<file path="src/shared/bcs_defs.svh">
// Purpose: Constants for the battery charge sequencer
// Assumes: 100 MHz mclk
// Notes:   Functional notes below list the behaviour kept
//
// Functional notes
// - No charging unless input above undervoltage threshold
// - Battery temperature must be in window first
// - Low battery enters preconditioning after qualification
// - Trickle current equals programmed current over ten
// - Leave precondition above threshold into fast charge
// - At regulation threshold switch to constant voltage
// - Terminate to sleep at 7.5 percent current
// - Sleep until below recharge threshold, then recharge
// - Supply loss sleeps; resume when supply returns
// - Die heating reduces current in fast charge only; restore when allowed
// - Over-voltage or die over-temperature shuts down
// - Battery over-temperature during charge shuts down
// - Faults shown on LEDs and serial status
// - Serial status reports twelve distinct states
// - Two open-drain LED sink outputs
// - Thermal loop starts at 0.44 of programmed
// - Thermal loop steps up every three seconds while die not hot
// - Enable low halts; re-enable requalifies from battery
// - Timeouts: 25 min trickle, 3 h, 3 h CV
`ifndef BCS_DEFS_SVH
`define BCS_DEFS_SVH
// ----------------------------------------------------------
// Timing
// ----------------------------------------------------------
`define BCS_CLK_HZ         100000000
`define BCS_TRICKLE_MIN    25
`define BCS_CC_HOURS       3
`define BCS_CV_HOURS       3
`define BCS_TLOOP_SEC      3
`define BCS_TLOOP_CYC      (`BCS_TLOOP_SEC * `BCS_CLK_HZ)
`define BCS_TRICKLE_CYC    (64'd60 * `BCS_TRICKLE_MIN * `BCS_CLK_HZ)
`define BCS_CC_CYC         (64'd3600 * `BCS_CC_HOURS * `BCS_CLK_HZ)
`define BCS_CV_CYC         (64'd3600 * `BCS_CV_HOURS * `BCS_CLK_HZ)
// Serial status bit time: 20 kHz data rate
`define BCS_BIT_HZ         20000
`define BCS_BIT_CYC        (`BCS_CLK_HZ / `BCS_BIT_HZ)
// ----------------------------------------------------------
// Current scaling: trickle divider, others in 1/1000 of the programmed level
// ----------------------------------------------------------
`define BCS_TRICKLE_DIV    10
`define BCS_TLOOP_START_PM 440
`define BCS_TERM_PM        75
`define BCS_FULL_PM        1000
`define BCS_TLOOP_STEP_PM  40
`endif

</file>
<file path="src/shared/bcs_pkg.sv">
// Purpose: Types for the battery charge sequencer
// Assumes: Used with bcs_defs.svh
// Notes:   Status codes go out on the serial line
package bcs_pkg;
  // Sequencer states
  typedef enum logic [3:0] {
    ST_RESET    = 4'b0000,
    ST_QUAL     = 4'b0001,
    ST_PRECOND  = 4'b0010,
    ST_FAST     = 4'b0011,
    ST_CV       = 4'b0100,
    ST_DONE     = 4'b0101,
    ST_NOSUPPLY = 4'b0110,
    ST_DISABLED = 4'b0111,
    ST_FAULT    = 4'b1000
  } bcs_state_t;

  // Twelve reported charge states
  typedef enum logic [3:0] {
    CS_DISABLED  = 4'h0,
    CS_NO_SUPPLY = 4'h1,
    CS_QUALIFY   = 4'h2,
    CS_PRECOND   = 4'h3,
    CS_FAST      = 4'h4,
    CS_FAST_TLP  = 4'h5,
    CS_CV        = 4'h6,
    CS_DONE      = 4'h7,
    CS_F_OVP     = 4'h8,
    CS_F_DIE     = 4'h9,
    CS_F_BTEMP   = 4'hA,
    CS_F_TIMEOUT = 4'hB
  } bcs_code_t;
endpackage : bcs_pkg

</file>
<file path="src/hw/bcs_sequencer.sv">
// Purpose: Charge sequencer with thermal loop, timers and status
// Assumes: Comparator inputs synchronous to mclk
// Notes:   Current command in 1/1000 of programmed level
`timescale 1ns/1ps
`include "bcs_defs.svh"

module bcs_sequencer #(
  parameter longint TRICKLE_CYC = `BCS_TRICKLE_CYC,
  parameter longint CC_CYC      = `BCS_CC_CYC,
  parameter longint CV_CYC      = `BCS_CV_CYC,
  parameter int     TLOOP_CYC   = `BCS_TLOOP_CYC,
  parameter int     BIT_CYC     = `BCS_BIT_CYC
) (
  // Clock and reset
  input  wire logic        mclk,
  input  wire logic        rst,
  // Host control
  input  wire logic        charger_enable_input,
  // Analog comparator results
  input  wire logic        input_above_uvlo,
  input  wire logic        battery_present,
  input  wire logic        battery_temp_sense_ok,
  input  wire logic        battery_node_above_precond,
  input  wire logic        battery_node_at_regulation,
  input  wire logic        battery_node_below_recharge,
  input  wire logic        battery_node_overvoltage,
  input  wire logic        current_below_term,
  input  wire logic        die_hot_loop,
  input  wire logic        die_below_loop_exit,
  input  wire logic        die_overtemp,
  input  wire logic        timer_capacitor_pin_grounded,
  // Pass device command
  output logic             charge_on,
  output logic             cv_mode,
  output logic [9:0]       current_cmd_pm,
  // Status LEDs (open drain sink)
  output logic             led1_oe,
  output logic             led2_oe,
  output logic             led1_out,
  output logic             led2_out,
  // Serial status (open drain, active low)
  output logic             status_data_oe,
  output logic             status_data_out,
  output logic [3:0]       status_code
);

  // ----------------------------------------------------------
  // State registers
  // ----------------------------------------------------------
  bcs_pkg::bcs_state_t state_q, state_d;     // Sequencer state
  bcs_pkg::bcs_code_t  fcode_q, fcode_d;     // Latched fault cause
  logic [39:0]         tmr_q, tmr_d;         // Phase watchdog
  logic [39:0]         lim_q, lim_d;         // Combined trickle+fast timer
  logic                tloop_q, tloop_d;     // Thermal loop active
  logic [9:0]          tlvl_q, tlvl_d;       // Thermal loop level
  logic [31:0]         tcnt_q, tcnt_d;       // Three second interval
  logic                any_fault;            // Live fault present
  logic                tmo_trk, tmo_cc, tmo_cv; // Timeout strobes
  logic                wd_on;                // Watchdog armed

  assign wd_on   = !timer_capacitor_pin_grounded;
  assign tmo_trk = wd_on && (state_q == bcs_pkg::ST_PRECOND) && (tmr_q >= 40'(TRICKLE_CYC));
  // Combined limit only runs in trickle and fast; CV has its own limit
  assign tmo_cc  = wd_on && (state_q == bcs_pkg::ST_PRECOND || state_q == bcs_pkg::ST_FAST)
                && (lim_q >= 40'(CC_CYC));
  assign tmo_cv  = wd_on && (state_q == bcs_pkg::ST_CV) && (tmr_q >= 40'(CV_CYC));
  // Fault sources; battery temperature only counts while charging
  assign any_fault = battery_node_overvoltage || die_overtemp
                  || (charge_on && !battery_temp_sense_ok);

  // ----------------------------------------------------------
  // Sequencer next state
  // ----------------------------------------------------------
  always_comb begin
    state_d = state_q;
    fcode_d = fcode_q;
    tmr_d   = tmr_q + 40'h00_0000_0001;
    lim_d   = lim_q;
    if (!charger_enable_input) begin
      state_d = bcs_pkg::ST_DISABLED;
    end else if (any_fault || tmo_trk || tmo_cc || tmo_cv) begin
      // Faults override every phase except disable
      state_d = bcs_pkg::ST_FAULT;
      if (battery_node_overvoltage) fcode_d = bcs_pkg::CS_F_OVP;
      else if (die_overtemp) fcode_d = bcs_pkg::CS_F_DIE;
      else if (any_fault) fcode_d = bcs_pkg::CS_F_BTEMP;
      else fcode_d = bcs_pkg::CS_F_TIMEOUT;
    end else if (!input_above_uvlo) begin
      state_d = bcs_pkg::ST_NOSUPPLY;
    end else begin
      case (state_q)
        bcs_pkg::ST_RESET, bcs_pkg::ST_DISABLED, bcs_pkg::ST_NOSUPPLY: begin
          state_d = bcs_pkg::ST_QUAL;
        end
        bcs_pkg::ST_QUAL: begin
          // Supply and battery temperature must be qualified
          if (input_above_uvlo && battery_temp_sense_ok && battery_present) begin
            tmr_d = '0;
            lim_d = '0;
            if (!battery_node_above_precond) state_d = bcs_pkg::ST_PRECOND;
            else state_d = bcs_pkg::ST_FAST;
          end
        end
        bcs_pkg::ST_PRECOND: begin
          lim_d = lim_q + 40'h00_0000_0001;
          if (battery_node_above_precond) state_d = bcs_pkg::ST_FAST;
        end
        bcs_pkg::ST_FAST: begin
          lim_d = lim_q + 40'h00_0000_0001;
          if (battery_node_at_regulation) begin
            state_d = bcs_pkg::ST_CV;
            tmr_d   = '0;
          end
        end
        bcs_pkg::ST_CV: begin
          if (current_below_term) state_d = bcs_pkg::ST_DONE;
        end
        bcs_pkg::ST_DONE: begin
          if (battery_node_below_recharge) state_d = bcs_pkg::ST_QUAL;
        end
        bcs_pkg::ST_FAULT: begin
          // Timeout holds until re-enable or supply loss; battery heat until it cools
          if (fcode_q == bcs_pkg::CS_F_TIMEOUT) state_d = bcs_pkg::ST_FAULT;
          else if (fcode_q == bcs_pkg::CS_F_BTEMP && !battery_temp_sense_ok) state_d = bcs_pkg::ST_FAULT;
          else state_d = bcs_pkg::ST_QUAL;
        end
        default: state_d = bcs_pkg::ST_RESET;
      endcase
    end
    if (state_d != bcs_pkg::ST_PRECOND && state_d != bcs_pkg::ST_FAST && state_d != bcs_pkg::ST_CV) begin
      lim_d = '0;
    end
  end

  // Sequencer registers
  always_ff @(posedge mclk) begin
    if (rst) begin
      state_q <= bcs_pkg::ST_RESET;
      fcode_q <= bcs_pkg::CS_F_OVP;
      tmr_q   <= '0;
      lim_q   <= '0;
    end else begin
      state_q <= state_d;
      fcode_q <= fcode_d;
      tmr_q   <= tmr_d;
      lim_q   <= lim_d;
    end
  end

  // ----------------------------------------------------------
  // Thermal loop: drop to 0.44, step up each interval while die not hot
  // ----------------------------------------------------------
  always_comb begin
    tloop_d = tloop_q;
    tlvl_d  = tlvl_q;
    tcnt_d  = tcnt_q;
    if (state_q != bcs_pkg::ST_FAST) begin
      tloop_d = 1'b0;
      tlvl_d  = 10'(`BCS_FULL_PM);
      tcnt_d  = '0;
    end else if (!tloop_q) begin
      if (die_hot_loop) begin
        tloop_d = 1'b1;
        tlvl_d  = 10'(`BCS_TLOOP_START_PM);
        tcnt_d  = '0;
      end
    end else if (tcnt_q >= 32'(TLOOP_CYC - 1)) begin
      tcnt_d = '0;
      // Re-check die temperature every interval
      if (die_below_loop_exit && tlvl_q >= 10'(`BCS_FULL_PM - `BCS_TLOOP_STEP_PM)) begin
        tloop_d = 1'b0;
        tlvl_d  = 10'(`BCS_FULL_PM);
      end else if (!die_hot_loop && tlvl_q < 10'(`BCS_FULL_PM - `BCS_TLOOP_STEP_PM)) begin
        tlvl_d = tlvl_q + 10'(`BCS_TLOOP_STEP_PM);
      end
    end else begin
      tcnt_d = tcnt_q + 32'h0000_0001;
    end
  end

  // Thermal loop registers
  always_ff @(posedge mclk) begin
    if (rst) begin
      tloop_q <= 1'b0;
      tlvl_q  <= 10'(`BCS_FULL_PM);
      tcnt_q  <= '0;
    end else begin
      tloop_q <= tloop_d;
      tlvl_q  <= tlvl_d;
      tcnt_q  <= tcnt_d;
    end
  end

  // ----------------------------------------------------------
  // Outputs: current command and status code
  // ----------------------------------------------------------
  logic [9:0]         cmd_d;     // Next current command
  logic               on_d;      // Next pass enable
  bcs_pkg::bcs_code_t code_d;    // Next status code
  logic [1:0]         led_d;     // Next LED sinks

  always_comb begin
    cmd_d  = '0;
    on_d   = 1'b0;
    code_d = bcs_pkg::CS_QUALIFY;
    led_d  = 2'b00;
    case (state_q)
      bcs_pkg::ST_PRECOND: begin
        on_d   = 1'b1;
        cmd_d  = 10'(`BCS_FULL_PM / `BCS_TRICKLE_DIV);
        code_d = bcs_pkg::CS_PRECOND;
        led_d  = 2'b01;
      end
      bcs_pkg::ST_FAST: begin
        on_d   = 1'b1;
        cmd_d  = tlvl_q;
        code_d = tloop_q ? bcs_pkg::CS_FAST_TLP : bcs_pkg::CS_FAST;
        led_d  = 2'b01;
      end
      bcs_pkg::ST_CV: begin
        on_d   = 1'b1;
        cmd_d  = 10'(`BCS_FULL_PM);
        code_d = bcs_pkg::CS_CV;
        led_d  = 2'b01;
      end
      bcs_pkg::ST_DONE: begin
        code_d = bcs_pkg::CS_DONE;
        led_d  = 2'b10;
      end
      bcs_pkg::ST_FAULT: begin
        code_d = fcode_q;
        led_d  = 2'b11;
      end
      bcs_pkg::ST_NOSUPPLY: code_d = bcs_pkg::CS_NO_SUPPLY;
      bcs_pkg::ST_DISABLED: code_d = bcs_pkg::CS_DISABLED;
      default: code_d = bcs_pkg::CS_QUALIFY;
    endcase
  end

  // Output registers
  always_ff @(posedge mclk) begin
    if (rst) begin
      current_cmd_pm <= '0;
      charge_on      <= 1'b0;
      cv_mode        <= 1'b0;
      status_code    <= bcs_pkg::CS_QUALIFY;
      led1_oe        <= 1'b0;
      led2_oe        <= 1'b0;
    end else begin
      current_cmd_pm <= cmd_d;
      charge_on      <= on_d;
      cv_mode        <= (state_q == bcs_pkg::ST_CV);
      status_code    <= code_d;
      led1_oe        <= led_d[0];
      led2_oe        <= led_d[1];
    end
  end
  assign led1_out = 1'b0;
  assign led2_out = 1'b0;
  assign status_data_out = 1'b0;

  // ----------------------------------------------------------
  // Serial status: start low, four code bits, idle high
  // ----------------------------------------------------------
  logic [15:0] bc_q, bc_d;     // Bit time counter
  logic [2:0]  bi_q, bi_d;     // Bit index 0..5
  logic [3:0]  sh_q, sh_d;     // Latched code
  logic        so_q, so_d;     // Drive low when set

  always_comb begin
    bc_d = bc_q + 16'h0001;
    bi_d = bi_q;
    sh_d = sh_q;
    so_d = so_q;
    if (bc_q >= 16'(BIT_CYC - 1)) begin
      bc_d = '0;
      if (bi_q == 3'h5) begin
        bi_d = 3'h0;
        sh_d = status_code;
        so_d = 1'b1;
      end else begin
        bi_d = bi_q + 3'h1;
        so_d = (bi_q < 3'h4) ? !sh_q[bi_q[1:0]] : 1'b0;
      end
    end
  end

  // Serial registers
  always_ff @(posedge mclk) begin
    if (rst) begin
      bc_q <= '0;
      bi_q <= 3'h5;
      sh_q <= '0;
      so_q <= 1'b0;
    end else begin
      bc_q <= bc_d;
      bi_q <= bi_d;
      sh_q <= sh_d;
      so_q <= so_d;
    end
  end
  assign status_data_oe = so_q;

  // ----------------------------------------------------------
  // Assertions
  // ----------------------------------------------------------
  a_uvlo_blocks: assert property (@(posedge mclk) disable iff (rst)
    !input_above_uvlo |=> state_q != bcs_pkg::ST_PRECOND && state_q != bcs_pkg::ST_FAST)
    else $error("charging phase entered below uvlo");
  a_trickle_level: assert property (@(posedge mclk) disable iff (rst)
    state_q == bcs_pkg::ST_PRECOND |=> current_cmd_pm == 10'h064)
    else $error("trickle command not one tenth");
  a_disable_halts: assert property (@(posedge mclk) disable iff (rst)
    !charger_enable_input |=> ##1 !charge_on)
    else $error("charging continued while disabled");
  a_ovp_shut: assert property (@(posedge mclk) disable iff (rst)
    charger_enable_input && battery_node_overvoltage |=> state_q == bcs_pkg::ST_FAULT)
    else $error("over-voltage did not shut down");
  a_tloop_start: assert property (@(posedge mclk) disable iff (rst)
    $rose(tloop_q) |-> tlvl_q == 10'h1B8)
    else $error("thermal loop start level wrong");
  a_fault_leds: assert property (@(posedge mclk) disable iff (rst)
    state_q == bcs_pkg::ST_FAULT |=> led1_oe && led2_oe && status_code >= 4'h8)
    else $error("fault not reported");
  a_term_sleep: assert property (@(posedge mclk) disable iff (rst)
    charger_enable_input && input_above_uvlo && !any_fault && !tmo_cv && state_q == bcs_pkg::ST_CV
      && current_below_term |=> state_q == bcs_pkg::ST_DONE)
    else $error("no termination at low current");
  a_cv_entry: assert property (@(posedge mclk) disable iff (rst)
    state_q == bcs_pkg::ST_FAST ##1 state_q == bcs_pkg::ST_CV |=> cv_mode && tmr_q <= 40'h2)
    else $error("cv entry wrong");
  a_code_range: assert property (@(posedge mclk) disable iff (rst)
    status_code <= 4'hB)
    else $error("status code out of range");

endmodule : bcs_sequencer

</file>
<file path="config.mk">
export PLATFORM = sky130hd
export DESIGN_NAME = bcs_sequencer
export DESIGN_NICKNAME = d
export VERILOG_FILES = /design/src/shared/bcs_pkg.sv /design/src/hw/bcs_sequencer.sv
export VERILOG_INCLUDE_DIRS = /design/src /design/src/shared
export SDC_FILE = /design/constraint.sdc
export NUM_CORES = 1
export LEC_CHECK = 0
export ABC_AREA = 0
export ABC_CLOCK_PERIOD_IN_PS = 7020
export BUFFER_PORTS_ARGS = -buffer_cell sky130_fd_sc_hd__buf_2
export CORE_MARGIN = 1.5
export CORE_UTILIZATION = 60
export CTS_BUF_LIST = sky130_fd_sc_hd__clkbuf_16
export DETAILED_ROUTE_END_ITERATION = 16
export HOLD_SLACK_MARGIN = 0.08
export PLACE_DENSITY = 0.78
export SLEW_MARGIN = 5
export SYNTH_ARGS = -nofsm -noshare
export SYNTH_HDL_FRONTEND = slang
export SYNTH_SLANG_ARGS = --single-unit
export TNS_END_PERCENT = 100
</file>
<file path="constraint.sdc">
create_clock -name mclk -period 7.02 [get_ports mclk]
set_clock_uncertainty 0.2 [all_clocks]
set_input_delay 1.404 -clock mclk [delete_from_list [all_inputs] [get_ports mclk]]
set_output_delay 1.404 -clock mclk [all_outputs]
set_load 0.03 [all_outputs]
</file>
==> After elaboration in Yosys (flattened, before gate mapping) <==
Index checks and enable logic that the tools add are counted.
{ "op_classes": {"addsub": 6, "n_lt_le_gt_ge": 9, "n_eq_ne": 18, "mux": 45, "n_bitwise": 1, "n_reduce_logical": 37} }
{ "op_table": {"columns": ["cell", "count"], "rows": [
  ["$mux W40", 6],
  ["$pmux W40 S2", 2],
  ["$mux W32", 3],
  ["$add A40 B1 Y40 const B", 2],
  ["$ge A40 B40 Y1 const B", 2],
  ["$pmux W4 S7", 2],
  ["$mux W10", 5],
  ["$ge A40 B38 Y1 const B", 1],
  ["$mux W4", 10],
  ["$add A32 B1 Y32 const B", 1],
  ["$ge A32 B29 Y1 const B", 1],
  ["$pmux W10 S3", 1],
  ["$add A16 B1 Y16 const B", 1],
  ["$eq A4 B3 Y1 const B", 4],
  ["$ge A16 B13 Y1 const B", 1],
  ["$logic_and A1 B1 Y1", 14],
  ["$eq A4 B4 Y1 const B", 3],
  ["$ne A4 B2 Y1 const B", 3],
  ["$mux W1", 11],
  ["$add A10 B6 Y10 const B", 1],
  ["$ge A10 B10 Y1 const B", 1],
  ["$lt A10 B10 Y1 const B", 1],
  ["$eq A4 B2 Y1 const B", 2],
  ["$reduce_or A2 Y1", 4],
  ["other kinds (22)", 34]
]} }
{ "totals": {"reg_bits": 173, "in_bits": 15, "output_inout_bits": 22, "word_cells": 133} }

==> Depth between registers and ports, before layout <==
Gate-level depths: netlist of the first run.
{ "logic_depth": {"depth_word": 12, "depth_mapped": 11, "ltp_nobuf": 8} }

==> Worst setup path after synthesis of the first run <==
No wires, ideal clock.
{ "synth_path": {"kind": "input to register", "startpoint": "input port timer_capacitor_pin_grounded", "endpoint": "register lim_q[11]", "setup_ns": 0.115, "arrival_time_ns": 2.984, "required_time_ns": 6.705, "path_slack_ns": 3.722, "cell_stages": 9, "path_cell_list": "and4b_1 -> nand4_1 -> a211oi_1 -> nor3_4 -> a31o_2 -> o2111ai_1 -> buf_4 -> buf_4 -> nor2_1"} }
{ "synth_between": {"elab_chain_cells": 12, "elab_cells_between_ends": 20, "classes_between": "eq/ne: 3; mux: 2; bitwise: 1; reduce/logical: 14"} }
{ "synth_lines": {"columns": ["element", "line", "text"], "rows": [
  ["start, declared", "bcs_sequencer.sv:31", "input wire logic timer_capacitor_pin_grounded,"],
  ["$logic_not A1 Y1 (*)", "bcs_sequencer.sv:61", "assign wd_on = !timer_capacitor_pin_grounded;"],
  ["$logic_and A1 B1 Y1 (2 in a row)", "bcs_sequencer.sv:62", "assign tmo_trk = wd_on && (state_q == bcs_pkg::ST_PRECOND) && (tmr_q >= 40'(TRICKLE_CYC));"],
  ["$logic_or A1 B1 Y1 (2 in a row)", "bcs_sequencer.sv:81", "end else if (any_fault || tmo_trk || tmo_cc || tmo_cv) begin"],
  ["$logic_or A1 B1 Y1 (*)", "bcs_sequencer.sv:81", null],
  ["$mux W4", "bcs_sequencer.sv:81", null],
  ["$mux W4", "bcs_sequencer.sv:79", "if (!charger_enable_input) begin"],
  ["$ne A4 B2 Y1", "bcs_sequencer.sv:130", "if (state_d != bcs_pkg::ST_PRECOND && state_d != bcs_pkg::ST_FAST && state_d != bcs_pkg::ST_CV) begin"],
  ["$logic_and A1 B1 Y1 (2 in a row)", "bcs_sequencer.sv:130", null],
  ["$reduce_or A2 Y1 (no source line)", null, null],
  ["end signal, assigned", "bcs_sequencer.sv:146", "lim_q <= lim_d;"],
  ["end, declared", "bcs_sequencer.sv:53", "logic [39:0] lim_q, lim_d;"]
]} }
Every way passes the cells marked *; elsewhere a longest branch is shown, timed or not.
A chain may end at the register's enable or synchronous reset.

==> Worst setup path in the final report of the first run <==
{ "layout_path": {"startpoint": "input port timer_capacitor_pin_grounded", "endpoint": "register lim_q[37]"} }
The elaborated chain is that of the path after synthesis.

==> results of run 1 <==
-- logic make-up after synthesis --
family          Yosys count
mux                      11
flops                   167
buf+inv                  75
simple gates            469
fa+ha+maj                 7
xor+xnor                 68
other cells               1
compound gates          189
-- power breakdown --
part	switching [mW]	internal, mW
Sequential	0.0155	0.962
Combinational	0.0639	0.0327
Clock	0.372	0.547
-- worst max-delay path by stage --
stage | endpoint | cells after the start | start | slack (ps)
finish | lim_q[37] | 8 | timer_capacitor_pin_grounded | 3620
global route | lim_q[37] | 8 | timer_capacitor_pin_grounded | 3500
CTS | lim_q[37] | 8 | timer_capacitor_pin_grounded | 3630
detailed placement | lim_q[37] | 8 | timer_capacitor_pin_grounded | 3190
global placement | lim_q[37] | 8 | timer_capacitor_pin_grounded | 3320
floorplan | lim_q[11] | 9 | timer_capacitor_pin_grounded | 3720
-- critical path, cell delays in order --
cell and delay (ps):
buf_2 140, and4b_1 220, nand4_1 100, a211oi_1 90
nor3_4 400, nand4_1 510, or4_1 560, a21oi_1 150
-- flip-flops by register name (all words and copies together), names as in the netlist, 7 cells and up --
signal	flops
current_cmd_pm	9
tmr_q	40
tcnt_q	32
lim_q	40
bc_q	16
tlvl_q	7
-- layout by cell type, fill, tap and decap left out, types with 31 or more instances in the layout --
master,n
nor3_1,38
nand2_1,79
xnor2_1,36
a21oi_1,58
xor2_1,32
o21ai_0,41
and3_1,33
nand3_1,53
dfxtp_1,167
nor2_1,126
nand4_1,31
buf_2,33
-- layout make-up --
cell class | count | share of cell area (%)
Tap cell | 176 | 2.494
Inverter | 26 | 1.105
Clock buffer | 17 | 4.818
Clock inverter | 13 | 1.630
Sequential cell | 167 | 37.86
Timing Repair Buffer | 38 | 2.296
Multi-Input combinational cell | 751 | 49.79
-- metal layers --
layer  routed length [um]  GRT usage (%)  vias to the layer above
li1                     -              -                     3557
met1                 8273          33.89                     3256
met2                 7962          40.70                      145
met3                  662          5.598                       24
met4                  238          8.886                        0
met5                    0              0                        -
==> results.txt, run 1 <==
- The flow ran to the end, and the final reports show no timing, DRC or antenna violations.
- Slew of the pin with the lowest slew margin: 809.7 ps
- Buffers inserted to repair hold after CTS numbered 0.
- In this run the worst hold path is classified as flop to flop.
* Endpoint arrival time on the critical path: 3570 ps
* Area share of the largest cell type after synthesis: 41.59%
* Height of the die: between 100 and 150 um
* Avg WL per Cell: 14.42 um
- Via-per-instance ratio: 5.877
- R2r startpoint: state_q[1]
- Internal reg-to-reg setup slack: 3800 ps
- Yosys printed 0 warnings.
- After filler insertion, the fill cell instance count of the layout stands at around 1.2k.
- Endpoint, Worst Hold: bc_q[0]
- After detailed placement, the design holds a cell count of 1158.
* Share of the cycle needed by the critical path after routing: 48.48%
- Most used flip-flop cell after synthesis: dfxtp_1
- Setup repair after global routing left no endpoint under its margin.
* Reg2reg end: lim_q[9]
- Counting every instance in the synthesized netlist gives 987.
- Cell with the most instances after synthesis: dfxtp_1
* Register bit count reported by yosys: 167
- TritonCTS Sinks: 167
- Overall track demand over capacity in global routing: 25.40%
- Total setup violations reported at the end of the flow: 0
- Once the clock tree was built, the resizer swapped 0 gates to a different size.
- Diode count: 0
* Clock-pin slew of the registers on the worst-case setup and hold paths: 60 ps
* Worst-case setup slack after placement: 3188 ps
- Number of post-CTS setup repair buffers: 0
* # DRC: 0
- Die Outline Area: 14100 um^2
* Maximum number of pins on one net before global-route repair: 41
- In the final layout, the share of cells above drive strength 1 is 7.510%.
- The worst hold path begins at bc_q[0].
- After synthesis, the largest family of logic cells by area is simple AND/OR/NAND/NOR gates.
- Kind of critical path: input port to flop
- Number of failing hold endpoints at the final stage: 0
- Total Nets Final: 1023
- Register area share after synthesis: approximately two fifths
- The number of antenna violations at the first check in global routing came to 0.
- Measured against its own limit, the worst slew margin works out to between 40% and 50%.
- No sink is reached through more buffers than the 2 on the longest clock path.
- CP Data Required Time: a little over 7000 ps
- The first global-routing pass estimated 29.49 mm of wire.
* Post-DP Area: 8260 um^2
- Buffers placed on the I/O ports in this run total 33.
- After detailed routing, the total wire length is ~17 mm.
- The number of global-route vias before repair is 6301.
* Count of different cell masters after synthesis: 67
- The biggest area contributor in the post-synthesis netlist is dfxtp_1.
- Hold Path Cell Cnt: 1
- Max-slew violation count: 0
- By area the synthesized netlist is led by dfxtp_1, nor2_1, xnor2_1.
- Vias: 6982
- Post-synthesis async set-or-reset flop share: 0%
- In this run the static leakage power is 3.059 nW.
- In this run, the number of DRC markers left after iteration 0 of detailed routing was 411.
* Number of detailed-routing iterations run before antenna repair: 4
- Fin area: 8830 um^2
* Most common library cells after synthesis: dfxtp_1, nor2_1, nand2_1
* Skew-Pair Late Insertion Delay: between 400 and 500 ps
- CTS Buf Count: 17
- Total power after layout: 1.993 mW
- The number of cells on the worst reg-to-reg path is 8.
- CTS built an H-tree with a depth of 4.
- # Max-Cap Violations: 0
- Final std cells w/o fill: 1188
- Effective utilization at floorplan: 61.19%
- STA classifies the critical path endpoint as a flop.
- Leftover overflow at the end of global routing: 0
- Timing would allow up to 293.8 MHz.
- Startpoint types: input port
- Layout Area Growth over Synthesis: 9.837%
- After synthesis the cells add up to 8039 um^2.
* Std-Cell Core Area: about 13000 um^2
- Power density relative to cell area: 225.7 nW/um^2
* Maximum fanout count along the critical path: 13
- Once detailed placement completed, the half-perimeter wirelength came to 11.60 mm.
- Summing the areas of all fa, ha and maj instances in the mapped netlist gives 1.089% of the synthesized area.
- Counting flops with a built-in enable in the synthesized netlist gives 0.
- Proportion of synthesized area in mux cells: 1.401%
- The initialized floorplan defines 42 standard-cell rows.
- 37 I/O pins were placed.
- Fin worst setup slack: 3616 ps
- The tree is rooted in a clkbuf_16.
- Summing the areas of all compound-gate instances in the mapped netlist gives 14.32% of the synthesized area.
- Share of the synthesized netlist area taken by xor and xnor gates: approximately 7.4%
- VDD sags by at most between 0.00015 and 0.0002 V.
- Number of nets still failing antenna checks after routing: 0
* Post-Route Setup TNS: 0 ps
- Simple-gate share of the synthesized area: 30.07%
- The tightest hold path in the finished design has a slack of 269.7 ps.
* Area occupied by registers: 3343 um^2
- TritonCTS built the clock tree.
- Final worst path period need: 3404 ps
* Post-layout utilization of the core: 67.21%
* Die boundary width: 118.8 um
- After synthesis, the mean cell area works out to 8.145 um^2.
- At the end of routability-driven placement, the weighted congestion stood at 0.8603.
- The multi-input combinational cells in the finished layout cover a total of 4397 um^2.
(Power assumes the default switching activity.)
==> run 2, diff against run 1 <==
ABC_CLOCK_PERIOD_IN_PS = 3570   (was 7020)
clock period = 3.57 ns   (was 7.02 ns; I/O delays follow)
==> results.txt, run 2 (synthesis results as in run 1) <==
* Run status: completed (unchanged)
- The post-place instance area is 8328 um^2 (was 8260 um^2).
* First-pass GRT wire length: 29.39 mm (was 29.49 mm)
- The logic gate share of total power is 5.2% (was 4.8%).
- Number of post-CTS setup repair buffers: 0 (unchanged)
- CTS H-Tree Depth: 4 (unchanged)
- The worst stage delay on the critical path is 530 ps (was 560 ps).
- Resize count post-CTS: 0 (unchanged)
* Die boundary width: 118.8 um (unchanged)
- The final instance area was 8869 um^2 (was 8830 um^2).
* I/O Pins: 37 (unchanged)
- The post-detailed-route via-to-cell ratio came to 5.930 (was 5.877).
- Hold-fix buffers at CTS: 0 (unchanged)
- Number of failing hold endpoints at the final stage: 0 (unchanged)
* Total setup violations reported at the end of the flow: 0 (unchanged)
- Power density relative to cell area: 429.8 nW/um^2 (was 225.7 nW/um^2)
* Row count: 42 (unchanged)
* Design internal power: 2.904 mW (was 1.541 mW)
* Internal reg-to-reg setup slack: 510 ps (was 3800 ps)
- The start of the worst register-to-register path was state_q[1] (unchanged).
- Post-Route Setup TNS: 0 ps (unchanged)
- The power share of the sequential group is 50.4% (was 49.1%).
- The total area of sequential cells is 3343 um^2 (unchanged).
- Skew-Pair Late Insertion Delay: 430 ps (was 440 ps)
* Startpoint types: flop (was input port)
- TritonCTS Sinks: 167 (unchanged)
- The number of stages on the worst hold path came to 1 (unchanged).
* Layout Area Growth over Synthesis: 10.32% (was 9.837%)
- Effective utilization at floorplan: 61.19% (unchanged)
- The final routed wire length divided by cell count came to 14.71 um (was 14.42 um).
- Highest clock rate: 326.4 MHz
* Leftover overflow at the end of global routing: 0 (unchanged)
- Most frequent cells in the layout: dfxtp_1, nor2_1, nand2_1 (unchanged).
- The critical setup path kind is flop to flop (was input port to flop).
* Number of inserted filler cells in the final layout: 1147 (was 1155)
- Max-slew violation count: 0 (unchanged)
- Worst min path class: flop to flop (unchanged)
* Count of input and output buffers: 33 (unchanged)
- The clock period could shrink to 3063 ps.
* Largest registers: lim_q x40, tmr_q x40, tcnt_q x32 (unchanged)
- The tightest slew margin relative to the limit came to 42.01% (was 45.60%).
- Std-Cell Core Area: 13140 um^2 (unchanged)
- The TritonCTS clock tree is built (unchanged).
* Maximum fanout count along the critical path: 38 (was 13)
- Number of cells on the worst reg-to-reg path: 8 (unchanged)
- The endpoint of the worst register-to-register path is lim_q[0] (was lim_q[9]).
- The net switching fraction of the power was 23.82% (was 22.64%).
- Clock-pin slew of the registers on the worst-case setup and hold paths: 60 ps (about the same)
- Setup repair after global routing missed its margin: no (unchanged)
- Maximum number of pins on one net before global-route repair: 41 (unchanged)
* Vias in the first global route: 6342 (was 6301)
* Number of nets still failing antenna checks after routing: 0 (unchanged)
- The final weighted congestion in routability-driven placement came to 0.8983 (was 0.8603).
- The number of antenna violations at the first check in global routing is 0 (unchanged).
- Multi-input gate area in the final layout: 4397 um^2 (unchanged)
- The maximum number of buffers from clock root to sink came to 2 (unchanged).
- Sum of routed wire length over all layers: 17.64 mm (was 17.14 mm)
- Vias: 7110 (was 6982)
* Type of element capturing the critical path: flop (unchanged)
* Total Nets Final: 1032 (was 1023)
* Cell chosen for the clock root: clkbuf_16 (unchanged)
- Cell-by-cell listing of the critical path: or3b_1, nor3_1, o2111ai_1, and2_1, a31o_2, o2111ai_2, buf_4, nor2_1 (was buf_2, and4b_1, nand4_1, a211oi_1, nor3_4, nand4_1, or4_1, a21oi_1).
- Slew of the pin with the lowest slew margin: 866.7 ps (was 809.7 ps)
* Most common library cell in the layout ignoring fill and taps: dfxtp_1 (unchanged)
- Diode count: 0 (unchanged)
- Critical-path top delay cell: dfxtp_1 (was or4_1)
* Endpoint arrival time on the critical path: 3160 ps (was 3570 ps)
- Overall track demand over capacity in global routing: 25.33% (was 25.40%)
- The max capacitance violation total is 0 (unchanged).
- The area of the die was 14100 um^2 (unchanged).
- The maximum vdd drop is 0.0003523 V (was 0.0001783 V).
- The beginning of the worst hold path is bc_q[0] (unchanged).
* Endpoint, Worst Hold: bc_q[0] (unchanged)
- Layout cell share with drive strength beyond 1: 8.700% (was 7.510%)
- The iteration count of the initial detailed-routing pass came to 5 (was 4).
- The number of design rule violations left after detail routing came to 0 (unchanged).
- The estimated wirelength of the detail-placed design is 11.85 mm (was 11.60 mm).
* Leakage: 3.078 nW (was 3.059 nW)
- The part of the total power dissipated in the clock network is 44.4% (was 46.1%).
* Share of the cycle needed by the critical path after routing: 85.81%
- Iter 0 DRT Violations: 538 (was 411)
- The switching power total was 0.9079 mW (was 0.4511 mW).
- The critical path required time was 3670 ps (was 7180 ps).
* Height of the die: 118.8 um (unchanged)
* CTS Buf Count: 17 (unchanged)
## run 2: changes by cell type in the layout (fill, tap and decap cells not counted)
| cell | change |
|---|---|
| clkinvlp_4 | +2 |
| bufinv_16 | -2 |
| inv_1 | -3 |
| clkinv_2 | +3 |
| buf_4 | +9 |
| clkinv_4 | +1 |
| clkinv_1 | +1 |
## run 2: worst max-delay path: cells and delay by family, from the launching register on
kind / cells / cell delay (ps)
buffers and inverters: 1 / 400
AOI/OAI and AO/OA: 3 / 600
and+or+nand+nor: 4 / 1190
DFF: 1 / 530
## run 2: cell type report
cell class,instances,area share [%]
clock buffer,17,4.797
clock inverter,15,1.298
inverter,26,1.100
multi-input combinational,751,49.58
sequential,167,37.70
tap,176,2.483
timing repair buffer,47,3.047
## run 2: layer usage
layer	up-vias	track usage (%)	part of all wire (%)	routed length (um)
li1	3563	-	-	-
met1	3311	34.40	47	8275
met2	208	39.10	46	8138
met3	28	5.985	5.1	893
met4	0	9.864	1.9	330
met5	-	0	0	0
## run 2: through the flow
step | total power [mW] | setup slack, ps | utilization [%] | hold slack, ps | instances
global placement | 2.156 | 591.9 | 63.39 | 245.7 | 1167
floorplan | 2.105 | 961.8 | - | 229.8 | 993
finish | 3.812 | 506.6 | 67.50 | 262.8 | 1199
CTS | 3.842 | 552.9 | 67.50 | 264.0 | 1199
detailed placement | 2.161 | 577.8 | 63.39 | 249.1 | 1167
global route | 3.943 | 380.2 | 67.50 | 294.6 | 1199
## run 2: power groups by stage
stage          combinational [mW]  sequential, mW  clock, mW
6_report                    0.198            1.92       1.69
5_1_grt                     0.216            1.93       1.80
4_1_cts                     0.199            1.92       1.72
3_5_place_dp                0.198            1.96          0
3_3_place_gp                0.194            1.96          0
2_1_floorplan               0.134            1.97          0
## run 2: worst max-delay path by stage
stage / to / cells after the start / from / slack [ps]
floorplan: lim_q[13] / 9 / timer_capacitor_pin_grounded / 960
global placement: lim_q[26] / 8 / state_q[1] / 590
detailed placement: lim_q[37] / 8 / timer_capacitor_pin_grounded / 580
CTS: lim_q[38] / 7 / lim_q[14] / 550
global route: lim_q[37] / 7 / lim_q[14] / 380
finish: lim_q[0] / 8 / state_q[1] / 510
